**src/rtl/darc_pkg.sv**
```systemverilog
package darc_pkg;
  // ==========================================================================
  // Frame layout
  localparam int FRAME_BITS = 24;
  localparam int CMD_MSB = 23;
  localparam int CMD_LSB = 20;
  localparam int ADDR_MSB = 19;
  localparam int ADDR_LSB = 16;
  localparam int DATA_MSB = 15;
  localparam int DATA_LSB = 4;
  localparam int REF_BIT = 0;
  localparam int MASK_B_BIT = 3;
  localparam int MASK_A_BIT = 0;
  localparam int CODE_W = 12;
  localparam int NUM_CH = 2;

  // ==========================================================================
  // Command codes
  localparam logic [3:0] CMD_WRITE_INPUT = 4'h1;
  localparam logic [3:0] CMD_UPDATE_DAC = 4'h2;
  localparam logic [3:0] CMD_WRITE_UPDATE = 4'h3;
  localparam logic [3:0] CMD_LOAD_MASK = 4'h5;
  localparam logic [3:0] CMD_SOFT_RESET = 4'h6;
  localparam logic [3:0] CMD_REF_SETUP = 4'h7;

  // ==========================================================================
  // Clear codes and reset values
  localparam logic [11:0] CODE_ZERO = 12'h000;
  localparam logic [11:0] CODE_MID = 12'h800;
  localparam logic REF_OFF_RESET = 1'b0;
  localparam logic [1:0] MASK_RESET = 2'h0;

  typedef struct packed {
    logic [3:0] cmd;
    logic [3:0] addr;
    logic [15:0] data;
  } darc_frame_t;

  typedef struct packed {
    logic [11:0] ch_b;
    logic [11:0] ch_a;
  } darc_codes_t;
endpackage

```
**src/rtl/darc_ctrl.sv**
```systemverilog
`timescale 1ns/1ps
module darc_ctrl (
  input wire logic clock,
  input wire logic rst,
  input wire logic reset_n,
  input wire logic power_up_level_select,
  input wire logic output_load_strobe_n,
  input wire logic frame_valid,
  input wire darc_pkg::darc_frame_t frame,
  output darc_pkg::darc_codes_t dac_codes,
  output logic reference_off,
  output logic init_done
);

  // ==========================================================================
  // State
  typedef enum logic [1:0] {DARC_POR, DARC_HELD, DARC_RUN} darc_state_t;

  darc_state_t state_r, state_nxt;
  logic [11:0] in_r [darc_pkg::NUM_CH];
  logic [11:0] in_nxt [darc_pkg::NUM_CH];
  logic [11:0] out_r [darc_pkg::NUM_CH];
  logic [11:0] out_nxt [darc_pkg::NUM_CH];
  logic [1:0] mask_r, mask_nxt;
  logic ref_off_r, ref_off_nxt;
  logic strobe_q_r;
  logic [11:0] clear_code;
  logic strobe_fall;
  logic accept;
  logic soft_rst;
  logic init_nxt;

  // Level select is sampled live, so reset_n and software reset use its current strap; rst loads CODE_ZERO
  assign clear_code = power_up_level_select ? darc_pkg::CODE_MID
                                            : darc_pkg::CODE_ZERO;
  assign strobe_fall = strobe_q_r && !output_load_strobe_n;
  // Frames arrive only after the last bit, so partial frames never strobe
  assign accept = frame_valid && reset_n && (state_r == DARC_RUN);
  assign soft_rst = accept && (frame.cmd == darc_pkg::CMD_SOFT_RESET);
  // A held reset pin reads as not initialised, even after power-up finished
  assign init_nxt = (state_nxt == DARC_RUN) && reset_n;

  // ==========================================================================
  // Initialisation sequence
  always_comb begin
    state_nxt = state_r;
    case (state_r)
      DARC_POR: begin
        state_nxt = reset_n ? DARC_RUN : DARC_HELD;
      end
      DARC_HELD: begin
        if (reset_n) begin
          state_nxt = DARC_RUN;
        end
      end
      default: begin
        state_nxt = DARC_RUN;
      end
    endcase
  end

  // ==========================================================================
  // Channel registers
  genvar g;
  generate
    for (g = 0; g < darc_pkg::NUM_CH; g++) begin : g_ch
      logic masked;
      logic addressed;
      assign masked = (g == 0) ? mask_r[0] : mask_r[1];
      assign addressed = frame.addr[g];

      always_comb begin
        in_nxt[g] = in_r[g];
        out_nxt[g] = out_r[g];
        if (state_r != DARC_RUN || !reset_n || soft_rst) begin
          in_nxt[g] = clear_code;
          out_nxt[g] = clear_code;
        end else begin
          if (accept && addressed) begin
            case (frame.cmd)
              darc_pkg::CMD_WRITE_INPUT: begin
                in_nxt[g] = frame.data[darc_pkg::DATA_MSB:darc_pkg::DATA_LSB];
                if (!output_load_strobe_n) begin
                  out_nxt[g] = frame.data[darc_pkg::DATA_MSB:darc_pkg::DATA_LSB];
                end
              end
              darc_pkg::CMD_UPDATE_DAC: begin
                out_nxt[g] = in_r[g];
              end
              darc_pkg::CMD_WRITE_UPDATE: begin
                in_nxt[g] = frame.data[darc_pkg::DATA_MSB:darc_pkg::DATA_LSB];
                out_nxt[g] = frame.data[darc_pkg::DATA_MSB:darc_pkg::DATA_LSB];
              end
              default: begin
              end
            endcase
          end else if (strobe_fall && !masked) begin
            out_nxt[g] = in_r[g];
          end
        end
      end

      always_ff @(posedge clock) begin
        if (rst) begin
          in_r[g] <= darc_pkg::CODE_ZERO;
          out_r[g] <= darc_pkg::CODE_ZERO;
        end else begin
          in_r[g] <= in_nxt[g];
          out_r[g] <= out_nxt[g];
        end
      end
    end
  endgenerate

  // ==========================================================================
  // Mask and reference settings
  always_comb begin
    mask_nxt = mask_r;
    ref_off_nxt = ref_off_r;
    if (accept && frame.cmd == darc_pkg::CMD_LOAD_MASK) begin
      mask_nxt = {frame.data[darc_pkg::MASK_B_BIT], frame.data[darc_pkg::MASK_A_BIT]};
    end
    if (accept && frame.cmd == darc_pkg::CMD_REF_SETUP) begin
      // Address and don't-care fields deliberately unused
      ref_off_nxt = frame.data[darc_pkg::REF_BIT];
    end
  end

  always_ff @(posedge clock) begin
    if (rst) begin
      state_r <= DARC_POR;
      mask_r <= darc_pkg::MASK_RESET;
      ref_off_r <= darc_pkg::REF_OFF_RESET;
      strobe_q_r <= 1'b1;
    end else begin
      state_r <= state_nxt;
      mask_r <= mask_nxt;
      ref_off_r <= ref_off_nxt;
      // Forced high during power-on reset, so a strobe already low at release reads as a falling edge
      strobe_q_r <= output_load_strobe_n;
    end
  end

  // ==========================================================================
  // Outputs
  always_ff @(posedge clock) begin
    if (rst) begin
      dac_codes <= '0;
      reference_off <= darc_pkg::REF_OFF_RESET;
      init_done <= 1'b0;
    end else begin
      dac_codes <= {out_nxt[1], out_nxt[0]};
      reference_off <= ref_off_nxt;
      init_done <= init_nxt;
    end
  end

  // ==========================================================================
  // Checks
  logic [11:0] frame_code;
  assign frame_code = frame.data[darc_pkg::DATA_MSB:darc_pkg::DATA_LSB];
endmodule

```
**config.mk**
```make
export PLATFORM = sky130hd
export DESIGN_NAME = darc_ctrl
export DESIGN_NICKNAME = d
export VERILOG_FILES = /design/src/rtl/darc_pkg.sv /design/src/rtl/darc_ctrl.sv
export SDC_FILE = /design/constraint.sdc
export NUM_CORES = 1
export LEC_CHECK = 0
export BUFFER_PORTS_ARGS = -buffer_cell sky130_fd_sc_hd__buf_2
export CORE_MARGIN = 8
export CORE_UTILIZATION = 30
export DETAILED_ROUTE_END_ITERATION = 10
export PLACE_DENSITY_LB_ADDON = 0.12
export SYNTH_ARGS = -nofsm -noshare
export SYNTH_HDL_FRONTEND = slang
export SYNTH_SLANG_ARGS = --single-unit
```
**constraint.sdc**
```tcl
create_clock -name clock -period 2.45 [get_ports clock]
set_clock_uncertainty 0.05 [all_clocks]
set_input_delay 0.49 -clock clock [delete_from_list [all_inputs] [get_ports clock]]
set_output_delay 0.49 -clock clock [all_outputs]
set_load 0.02 [all_outputs]
```
==> results.sh, run 1 <==
export IMPL_drc_errors=0
export IMPL_register_area_um2=1100
export IMPL_cp_end_kind="register"
export IMPL_outcome="finished, final reports clean"
export IMPL_p_comb_share_pct=11.0
export IMPL_critPathMaxFanout=14
export IMPL_grt_pass1_vias=1959
export IMPL_yosysSeqAreaShare_pct=43.9
export IMPL_maxSlewViolCount=0
export IMPL_grt_start_max_net_pins=34
export IMPL_cts_hold_buf=0
export IMPL_path_clk_slew_ns=0.09
export IMPL_yosysTopAreaCellShare_pct=43.9
export IMPL_ys_ff_latch=55
export IMPL_vias_per_cell=4.90
export IMPL_yosys_warnings=0
export IMPL_setup_viol=0
export IMPL_irDropWorstVdd_mv=0.198
export IMPL_crit_required_ns=2.62
export IMPL_wl_um=6230
export IMPL_synthAdderAreaFrac_pct=0
export IMPL_p_sw_share_pct=25.1
export IMPL_multi_input_area_um2=1300
export IMPL_postCtsSetupBuffers=0
export IMPL_first_pass_iters=4
export IMPL_drive_above_1_share_pct=34.4
export IMPL_h_tree_depth=2
export IMPL_cts_root_buf="clkbuf_8"
export IMPL_internal_power_uw=1200
export IMPL_worst_setup_path_type="reg -> reg"
export IMPL_insertion_delay_ns=0.31
export IMPL_synth_compound_area_share_pct=15.0
export IMPL_power_total_uw=1600
export IMPL_cts_tree="built"
export IMPL_max_freq_ghz=0.510
export IMPL_cts_made_buffers=5
export IMPL_grt_ovfl_total=0
export IMPL_period_needed_ns=1.96
export IMPL_antenna_found_initial=0
export IMPL_rsz0062_at_grt="no"
export IMPL_antenna_cells=0
export IMPL_dieHeight_um=107
export IMPL_netlist_area_um2=2510
export IMPL_synth_simple_area_share_pct=17.2
export IMPL_die_w_um=107
export IMPL_synth_top_family_by_area="multiplexers"
export IMPL_fp_coreArea_um2=8180
export IMPL_avgRoutedWirePerCell_um=15.8
export IMPL_finalSetupTns_ns=0
export IMPL_worst_setup_path_start_kind="register"
export IMPL_synth_area_per_cell_um2=10.5
export IMPL_grt_first_pass_wirelength_um=10100
export IMPL_start_util_pct=30.7
export IMPL_hp_class="in -> reg"
export IMPL_io_pins=56
export IMPL_synth_fp_nets=268
export IMPL_p_leak_uw=0.00139
export IMPL_p_per_area_nw_per_um2=543
export IMPL_drtIter0Drc=40
export IMPL_fillers=856
export IMPL_cap_viol_max_count=0
export IMPL_synth_cell_types=32
export IMPL_arrival_ns=2.13
export IMPL_final_net_count=318
export IMPL_ys_top_cells_by_area="dfxtp_1 (44%), mux2i_1 (20%), a211oi_2 (10%), nor3_1 (5.0%), nor2_1 (4.5%)"
export IMPL_pwr_share_seq_pct=57.2
export IMPL_holdWs_ns=0.347
export IMPL_finalHoldViolations=0
export IMPL_synthMuxAreaShare_pct=19.6
export IMPL_synth_cells=238
export IMPL_drtAntennaViolNets=0
export IMPL_synthXorXnorAreaFrac_pct=0
export IMPL_clock_path_buffers=2
export IMPL_vias=1927
export IMPL_syn2layout_area_growth_pct=17.5
export IMPL_finalCritPeriodShare_pct=80.1
export IMPL_rows=33
export IMPL_final_core_util_pct=36.0
export IMPL_tightest_slew_ns=0.553
export IMPL_clkSinkCount=55
export IMPL_p_sw_uw=402
export IMPL_pwr_share_clk_pct=31.8
export IMPL_die_area_um2=11500
export IMPL_port_buffers=51
export IMPL_hpwlAfterDp_um=4550
export IMPL_gp_congestion=0.772
export IMPL_synth_top_area_cell="dfxtp_1"
export IMPL_grt_total_usage_pct=11.0
export IMPL_cts_resized=0
export IMPL_slew_headroom_pct=62.6
==> placed cells by master, fill, tap and decap left out, types with 2 or more instances in the layout <==
cell type / n
a211oi_1: 3
a211oi_2: 21
a21oi_1: 2
and3_1: 2
buf_2: 51
buf_4: 9
clkbuf_8: 6
dfxtp_1: 55
mux2i_1: 49
nand2_1: 2
nand2b_1: 2
nand3_1: 3
nand3_2: 2
nand3b_1: 2
nor2_1: 30
nor2b_1: 2
nor3_1: 25
nor4b_1: 2
o2111a_1: 2
o21ba_2: 2
o41ai_1: 2
or2_2: 3
==> stage by stage <==
step | area (um^2) | cells | setup WS (ns)
2_1_floorplan | 2510 | 238 | 0.650
3_3_place_gp | 2860 | 386 | 0.255
3_5_place_dp | 2860 | 386 | 0.245
4_1_cts | 2950 | 393 | 0.475
5_1_grt | 2950 | 393 | 0.357
6_report | 2950 | 393 | 0.488
==> per-layer routing <==
metal	share of wire [%]	vias up	track usage, %
met4	0.77	0	3.27
met5	0	-	0
met1	46	917	13.2
met2	50	35	18.7
met3	4.0	4	2.87
li1	-	971	-
==> path summary, 6_finish.rpt <==
path               from           end  slack [ns]  cells past startpoint
min             reset_n    state_r[0]        0.35                      2
max          state_r[1]  out_r[0][10]        0.49                      5
min reg2reg  state_r[1]    state_r[0]        0.42                      1
max reg2reg  state_r[1]  out_r[0][10]        0.49                      5
==> cells in the mapped netlist <==
cell / instances
and4b_1: 1
nor3b_1: 1
or3b_2: 1
nand3b_1: 2
nand2_1: 2
nor4_1: 1
nand3_1: 3
or4b_4: 1
buf_8: 2
mux2i_1: 49
a211oi_2: 21
nor2_1: 30
nand3_2: 2
buf_2: 9
o21bai_1: 1
nor4b_1: 2
nor2b_1: 2
nand2b_1: 3
and3b_1: 1
o2111a_1: 2
clkbuf_1: 4
and3_1: 2
buf_4: 2
o41ai_1: 2
a211oi_1: 3
or2_2: 3
o21ba_2: 2
inv_1: 1
nor3_1: 25
dfxtp_1: 55
a21oi_1: 2
a31oi_2: 1
==> critical path, stage by stage, from the launching register on <==
cell	delay, ns
dfxtp_1	0.37
and4b_1	0.43
a211oi_1	0.13
buf_4	0.21
or2_2	0.46
a211oi_1	0.23
==> power groups by stage <==
stage / clock [uW] / combinational [uW] / sequential, uW
2_1_floorplan: 0 / 100 / 944
3_3_place_gp: 0 / 176 / 934
3_5_place_dp: 0 / 177 / 935
4_1_cts: 539 / 178 / 914
5_1_grt: 573 / 192 / 916
6_report: 509 / 176 / 914
==> state kept, by name (all words and copies together), names as in the netlist <==
register	cells
in_r	24
dac_codes	12
init_done	1
out_r	12
state_r	2
mask_r	2
reference_off	1
strobe_q_r	1
==> layout make-up <==
| class | count | share of cell area [%] |
|---|---|---|
| Clock buffer | 6 | 2.80 |
| Clock inverter | 1 | 0.170 |
| Inverter | 1 | 0.127 |
| Multi-Input combinational cell | 165 | 44.1 |
| Sequential cell | 55 | 37.4 |
| Tap cell | 105 | 4.46 |
| Timing Repair Buffer | 60 | 11.0 |
==> kinds of logic after synthesis <==
| kind of cell | Yosys count |
|---|---|
| multiplexers | 49 |
| AND/OR/NAND/NOR | 82 |
| AO/OA/AOI/OAI | 34 |
| buffers and inverters | 18 |
| flip-flops | 55 |
Power figures use the tool's default switching activity.
==> run 2, diff against run 1 <==
clock period = 2 ns   (was 2.45 ns; I/O delays follow)
==> results.sh, run 2 (synthesis gave the netlist of run 1 again) <==
export IMPL_cts_resized=0
export IMPL_rsz0062_at_grt="no"
export IMPL_final_net_count=327
export IMPL_period_needed_ns=1.80
export IMPL_clock_path_buffers=2
export IMPL_wl_um=6210
export IMPL_drtIter0Drc=73
export IMPL_largest_register="in_r"
export IMPL_tightest_slew_ns=0.409
export IMPL_cts_hold_buf=0
export IMPL_crit_reg2reg_launch="state_r[1]"
export IMPL_hpwlAfterDp_um=4620
export IMPL_finalHoldViolations=0
export IMPL_irDropWorstVdd_mv=0.333
export IMPL_ff2ff_path_depth=5
export IMPL_p_per_area_nw_per_um2=716
export IMPL_arrival_ns=1.97
export IMPL_vias=1959
export IMPL_syn2layout_area_growth_pct=23.5
export IMPL_crit_start="state_r[1]"
export IMPL_register_area_um2=1100
export IMPL_first_pass_iters=4
export IMPL_cp_end_kind="register"
export IMPL_grt_pass1_vias=2047
export IMPL_stdcell_count=403
export IMPL_finalCritPeriodShare_pct=89.8
export IMPL_critPathSlowestCell="or2_2"
export IMPL_critPathMaxFanout=11
export IMPL_antenna_found_initial=0
export IMPL_maxSlewViolCount=0
export IMPL_place_area_um2=2960
export IMPL_grt_start_max_net_pins=45
export IMPL_cts_made_buffers=5
export IMPL_finalInstanceArea_um2=3100
export IMPL_final_cell_mix="dfxtp_1 (55), buf_2 (51), mux2i_1 (49), nor2_1 (30), nor3_1 (25)"
export IMPL_max_freq_ghz=0.557
export IMPL_io_pins=56
export IMPL_grt_total_usage_pct=11.1
export IMPL_insertion_delay_ns=0.30
export IMPL_p_leak_uw=0.00147
export IMPL_path_buf_inv=1
export IMPL_antenna_cells=0
export IMPL_reg_top3="in_r (24), dac_codes (12), out_r (12)"
export IMPL_h_tree_depth=2
export IMPL_cap_viol_max_count=0
export IMPL_drtAntennaViolNets=0
export IMPL_gp_congestion=0.787
export IMPL_clkSinkCount=55
export IMPL_placed_cells=395
export IMPL_port_buffers=51
export IMPL_cp_common_cell="a211oi_1"
export IMPL_min_from="reset_n"
export IMPL_crit_chain="and4b_1, a211oi_1, buf_4, or2_2, a211oi_1"
export IMPL_cp_slowest_stage_delay_ns=0.44
export IMPL_drive_above_1_share_pct=36.2
export IMPL_hold_depth=2
export IMPL_dieHeight_um=107
export IMPL_cpLargestDelayFamily="simple AND/OR/NAND/NOR gates"
export IMPL_setup_viol=0
export IMPL_rows=33
export IMPL_grt_ovfl_total=0
export IMPL_fp_coreArea_um2=8180
export IMPL_avgRoutedWirePerCell_um=15.4
export IMPL_drc_errors=0
export IMPL_start_util_pct=30.7
export IMPL_largest_register_ff_count=24
export IMPL_cts_tree="built"
export IMPL_vias_per_cell=4.86
export IMPL_slew_headroom_pct=72.7
export IMPL_hp_class="in -> reg"
export IMPL_grt_first_pass_wirelength_um=10200
export IMPL_die_area_um2=11500
export IMPL_finalSetupTns_ns=0
export IMPL_outcome="finished, final reports clean"
export IMPL_worst_setup_path_type="reg -> reg"
export IMPL_cts_root_buf="clkbuf_8"
export IMPL_cp_depth=5
export IMPL_worst_setup_path_start_kind="register"
export IMPL_multi_input_area_um2=1300
export IMPL_crit_required_ns=2.17
export IMPL_mostFrequentLayoutCell="dfxtp_1"
export IMPL_die_w_um=107
export IMPL_postCtsSetupBuffers=0
export IMPL_path_clk_slew_ns=0.09
export IMPL_fillers=850
run 2: cell types whose count changed in the layout (fill, tap and decap cells not counted), sizes merged:
cell | previous run | this run
bufinv | 0 | 2
clkinv | 1 | 0
buf | 60 | 69
run 2: worst paths after layout:
| path | endpoint | slack, ns |
|---|---|---|
| setup / recovery | out_r[0][10] | 0.20 |
| hold / removal | state_r[0] | 0.26 |
| setup reg to reg | out_r[0][10] | 0.20 |
| hold reg to reg | state_r[0] | 0.44 |
run 2: cell type report:
type	instances	share of cell area, %
Sequential cell	55	35.6
Tap cell	105	4.24
Clock inverter	2	1.94
Timing Repair Buffer	69	13.8
Clock buffer	6	2.34
Inverter	1	0.121
Multi-Input combinational cell	165	42.0
run 2: layer usage:
| layer | share of wire [%] | track usage (%) | vias to the layer above |
|---|---|---|---|
| met5 | 0 | 0 | - |
| met4 | 0.90 | 2.68 | 0 |
| met3 | 4.3 | 2.87 | 5 |
| met2 | 50 | 18.9 | 35 |
| met1 | 44 | 13.6 | 938 |
| li1 | - | - | 981 |
run 2: worst reg2reg max path: cells and delay by family (launching register included):
family / cells / cell delay [ns]
AND/OR/NAND/NOR: 2 / 0.79
flip-flops: 1 / 0.38
AO/OA/AOI/OAI: 2 / 0.34
buffers and inverters: 1 / 0.16
run 2: where the power goes:
part	switching, uW	leakage, uW	internal, uW	total [uW]
clock	368	0.0000654	501	869
combinational	135	0.000959	94.3	229
sequential	8.12	0.000446	1110	1120
total	511	0.00147	1710	2220
run 2: per-stage QoR:
step                setup slack, ns  power, uW  hold slack, ns  utilization [%]
floorplan                     0.290       1280           0.386                -
global placement             0.0527       1380           0.402             36.2
detailed placement           0.0430       1380           0.421             36.2
CTS                           0.174       2250           0.242             37.9
global route                  0.103       2320           0.252             37.9
finish                        0.204       2220           0.258             37.9
==> run 3, diff against run 2 <==
==> constraint.sdc (replaced) <==
create_clock -name clock -period 2 [get_ports clock]
set_clock_uncertainty 0.05 [all_clocks]
set_input_delay 0.1 -clock clock [delete_from_list [all_inputs] [get_ports clock]]
set_output_delay 0.1 -clock clock [all_outputs]
set_load 0.05 [all_outputs]
==> results.sh, run 3 (synthesis gave the netlist of run 1 again) <==
export IMPL_outcome="finished, final reports clean"
export IMPL_grt_ovfl_total=0
export IMPL_met2_usage_pct=19.6
export IMPL_drtIter0Drc=94
export IMPL_worst_setup_path_start_kind="input port"
export IMPL_hp_class="in -> reg"
export IMPL_cts_root_buf="clkbuf_8"
export IMPL_final_net_count=323
export IMPL_grt_start_max_net_pins=45
export IMPL_port_buffers=51
export IMPL_crit_chain="dlygate4sd3_1, buf_2, and4b_2, nand3_2, mux2i_1, a211oi_2"
export IMPL_io_pins=56
export IMPL_cp_end_kind="register"
export IMPL_maxSlewViolCount=0
export IMPL_syn2layout_area_growth_pct=19.7
export IMPL_finalHoldViolations=0
export IMPL_grt_pass1_vias=2090
export IMPL_rsz0062_at_grt="no"
export IMPL_mostFrequentLayoutCell="dfxtp_1"
export IMPL_grt_first_pass_wirelength_um=10600
export IMPL_busiest_layer="met2"
export IMPL_cts_tree="built"
export IMPL_largest_register_ff_count=24
export IMPL_p_per_area_nw_per_um2=656
export IMPL_crit_required_ns=2.12
export IMPL_vias_per_cell=4.85
export IMPL_critPathMaxFanout=11
export IMPL_slew_headroom_pct=59.6
export IMPL_grt_total_usage_pct=11.4
export IMPL_arrival_ns=1.95
export IMPL_clkSinkCount=55
export IMPL_period_needed_ns=1.83
export IMPL_grt_use_met3_pct=2.87
export IMPL_antenna_cells=0
export IMPL_drive_above_1_share_pct=34.0
export IMPL_drtAntennaViolNets=0
export IMPL_setup_viol=0
export IMPL_place_ws_ns=0.0813
export IMPL_gp_congestion=0.797
export IMPL_antenna_found_initial=0
export IMPL_rows=33
export IMPL_start_util_pct=30.7
export IMPL_die_w_um=107
export IMPL_largest_register="in_r"
export IMPL_drc_errors=0
export IMPL_finalSetupTns_ns=0
export IMPL_wl_um=6290
export IMPL_vias=1934
export IMPL_avgRoutedWirePerCell_um=15.8
export IMPL_cp_slowest_stage_delay_ns=0.52
export IMPL_fin_ws_ns=0.166
export IMPL_hpwlAfterDp_um=4570
export IMPL_finalCritPeriodShare_pct=91.7
export IMPL_die_area_um2=11500
export IMPL_critPathSlowestCell="dlygate4sd3_1"
export IMPL_tightest_slew_ns=0.607
export IMPL_fp_coreArea_um2=8180
export IMPL_clock_path_buffers=2
export IMPL_grt_use_met1_pct=13.9
export IMPL_insertion_delay_ns=0.30
export IMPL_reg_top3="in_r (24), dac_codes (12), out_r (12)"
export IMPL_h_tree_depth=2
export IMPL_final_core_util_pct=36.7
export IMPL_path_clk_slew_ns=0.09
export IMPL_final_cell_mix="dfxtp_1 (55), buf_2 (51), mux2i_1 (49), nor2_1 (30), nor3_1 (25)"
export IMPL_first_pass_iters=4
export IMPL_cts_made_buffers=5
export IMPL_p_leak_uw=0.00140
export IMPL_cap_viol_max_count=0
export IMPL_irDropWorstVdd_mv=0.392
export IMPL_dieHeight_um=107
export IMPL_worst_setup_path_type="in -> reg"
export IMPL_max_freq_ghz=0.545
## run 3: through the flow
stage	hold slack (ns)	cells	area, um^2	power (uW)
after floorplan	0.127	238	2510	1300
after global placement	0.269	386	2860	1380
after detailed placement	0.270	386	2860	1380
after CTS	0.0186	399	2990	2010
after global routing	0.0301	399	3000	2080
final	0.0250	399	3000	1970
## run 3: final timing paths
| kind | startpoint | endpoint | slack, ns | depth (start not counted) |
|---|---|---|---|---|
| worst min-delay path | rst | state_r[1] | 0.03 | 2 |
| worst max-delay path | reset_n | out_r[0][3] | 0.17 | 6 |
| worst max register to register | state_r[1] | out_r[0][3] | 0.21 | 4 |
| worst min register to register | state_r[1] | state_r[0] | 0.43 | 1 |
## run 3: critical path: cells and delay by family
family	cells	cell delay, ns
AND/OR/NAND/NOR	2	0.71
AO/OA/AOI/OAI	1	0.11
buffers and inverters	2	0.64
multiplexers	1	0.39
## run 3: metal layers
| metal | vias to the layer above | wire, um |
|---|---|---|
| li1 | 976 | - |
| met1 | 919 | 2970 |
| met2 | 35 | 3000 |
| met3 | 4 | 266 |
| met4 | 0 | 53 |
| met5 | - | 0 |
## run 3: what timing repair did
| item | in CTS | in global routing |
|---|---|---|
| hold buffers | 5 | 0 |
| setup endpoints to repair | 0 | 22 |
| hold endpoints to repair | 6 | 0 |
| gates resized for setup | 0 | 3 |
| buffers inserted | 0 | 0 |
## run 3: area by class of cell
| type | count | area [um^2] |
|---|---|---|
| clock buffer | 6 | 72.6 |
| fill | 863 | 5180 |
| inverter | 1 | 3.75 |
| sequential | 55 | 1100 |
| multi-input combinational | 165 | 1310 |
| clock inverter | 2 | 12.5 |
| tap | 105 | 131 |
| timing repair buffer | 65 | 373 |
## run 3: power by group
group          leakage (uW)  total, uW  internal (uW)  switching [uW]
clock             0.0000412        601            246             356
sequential         0.000446       1120           1110            7.92
combinational      0.000915        247           89.8             157
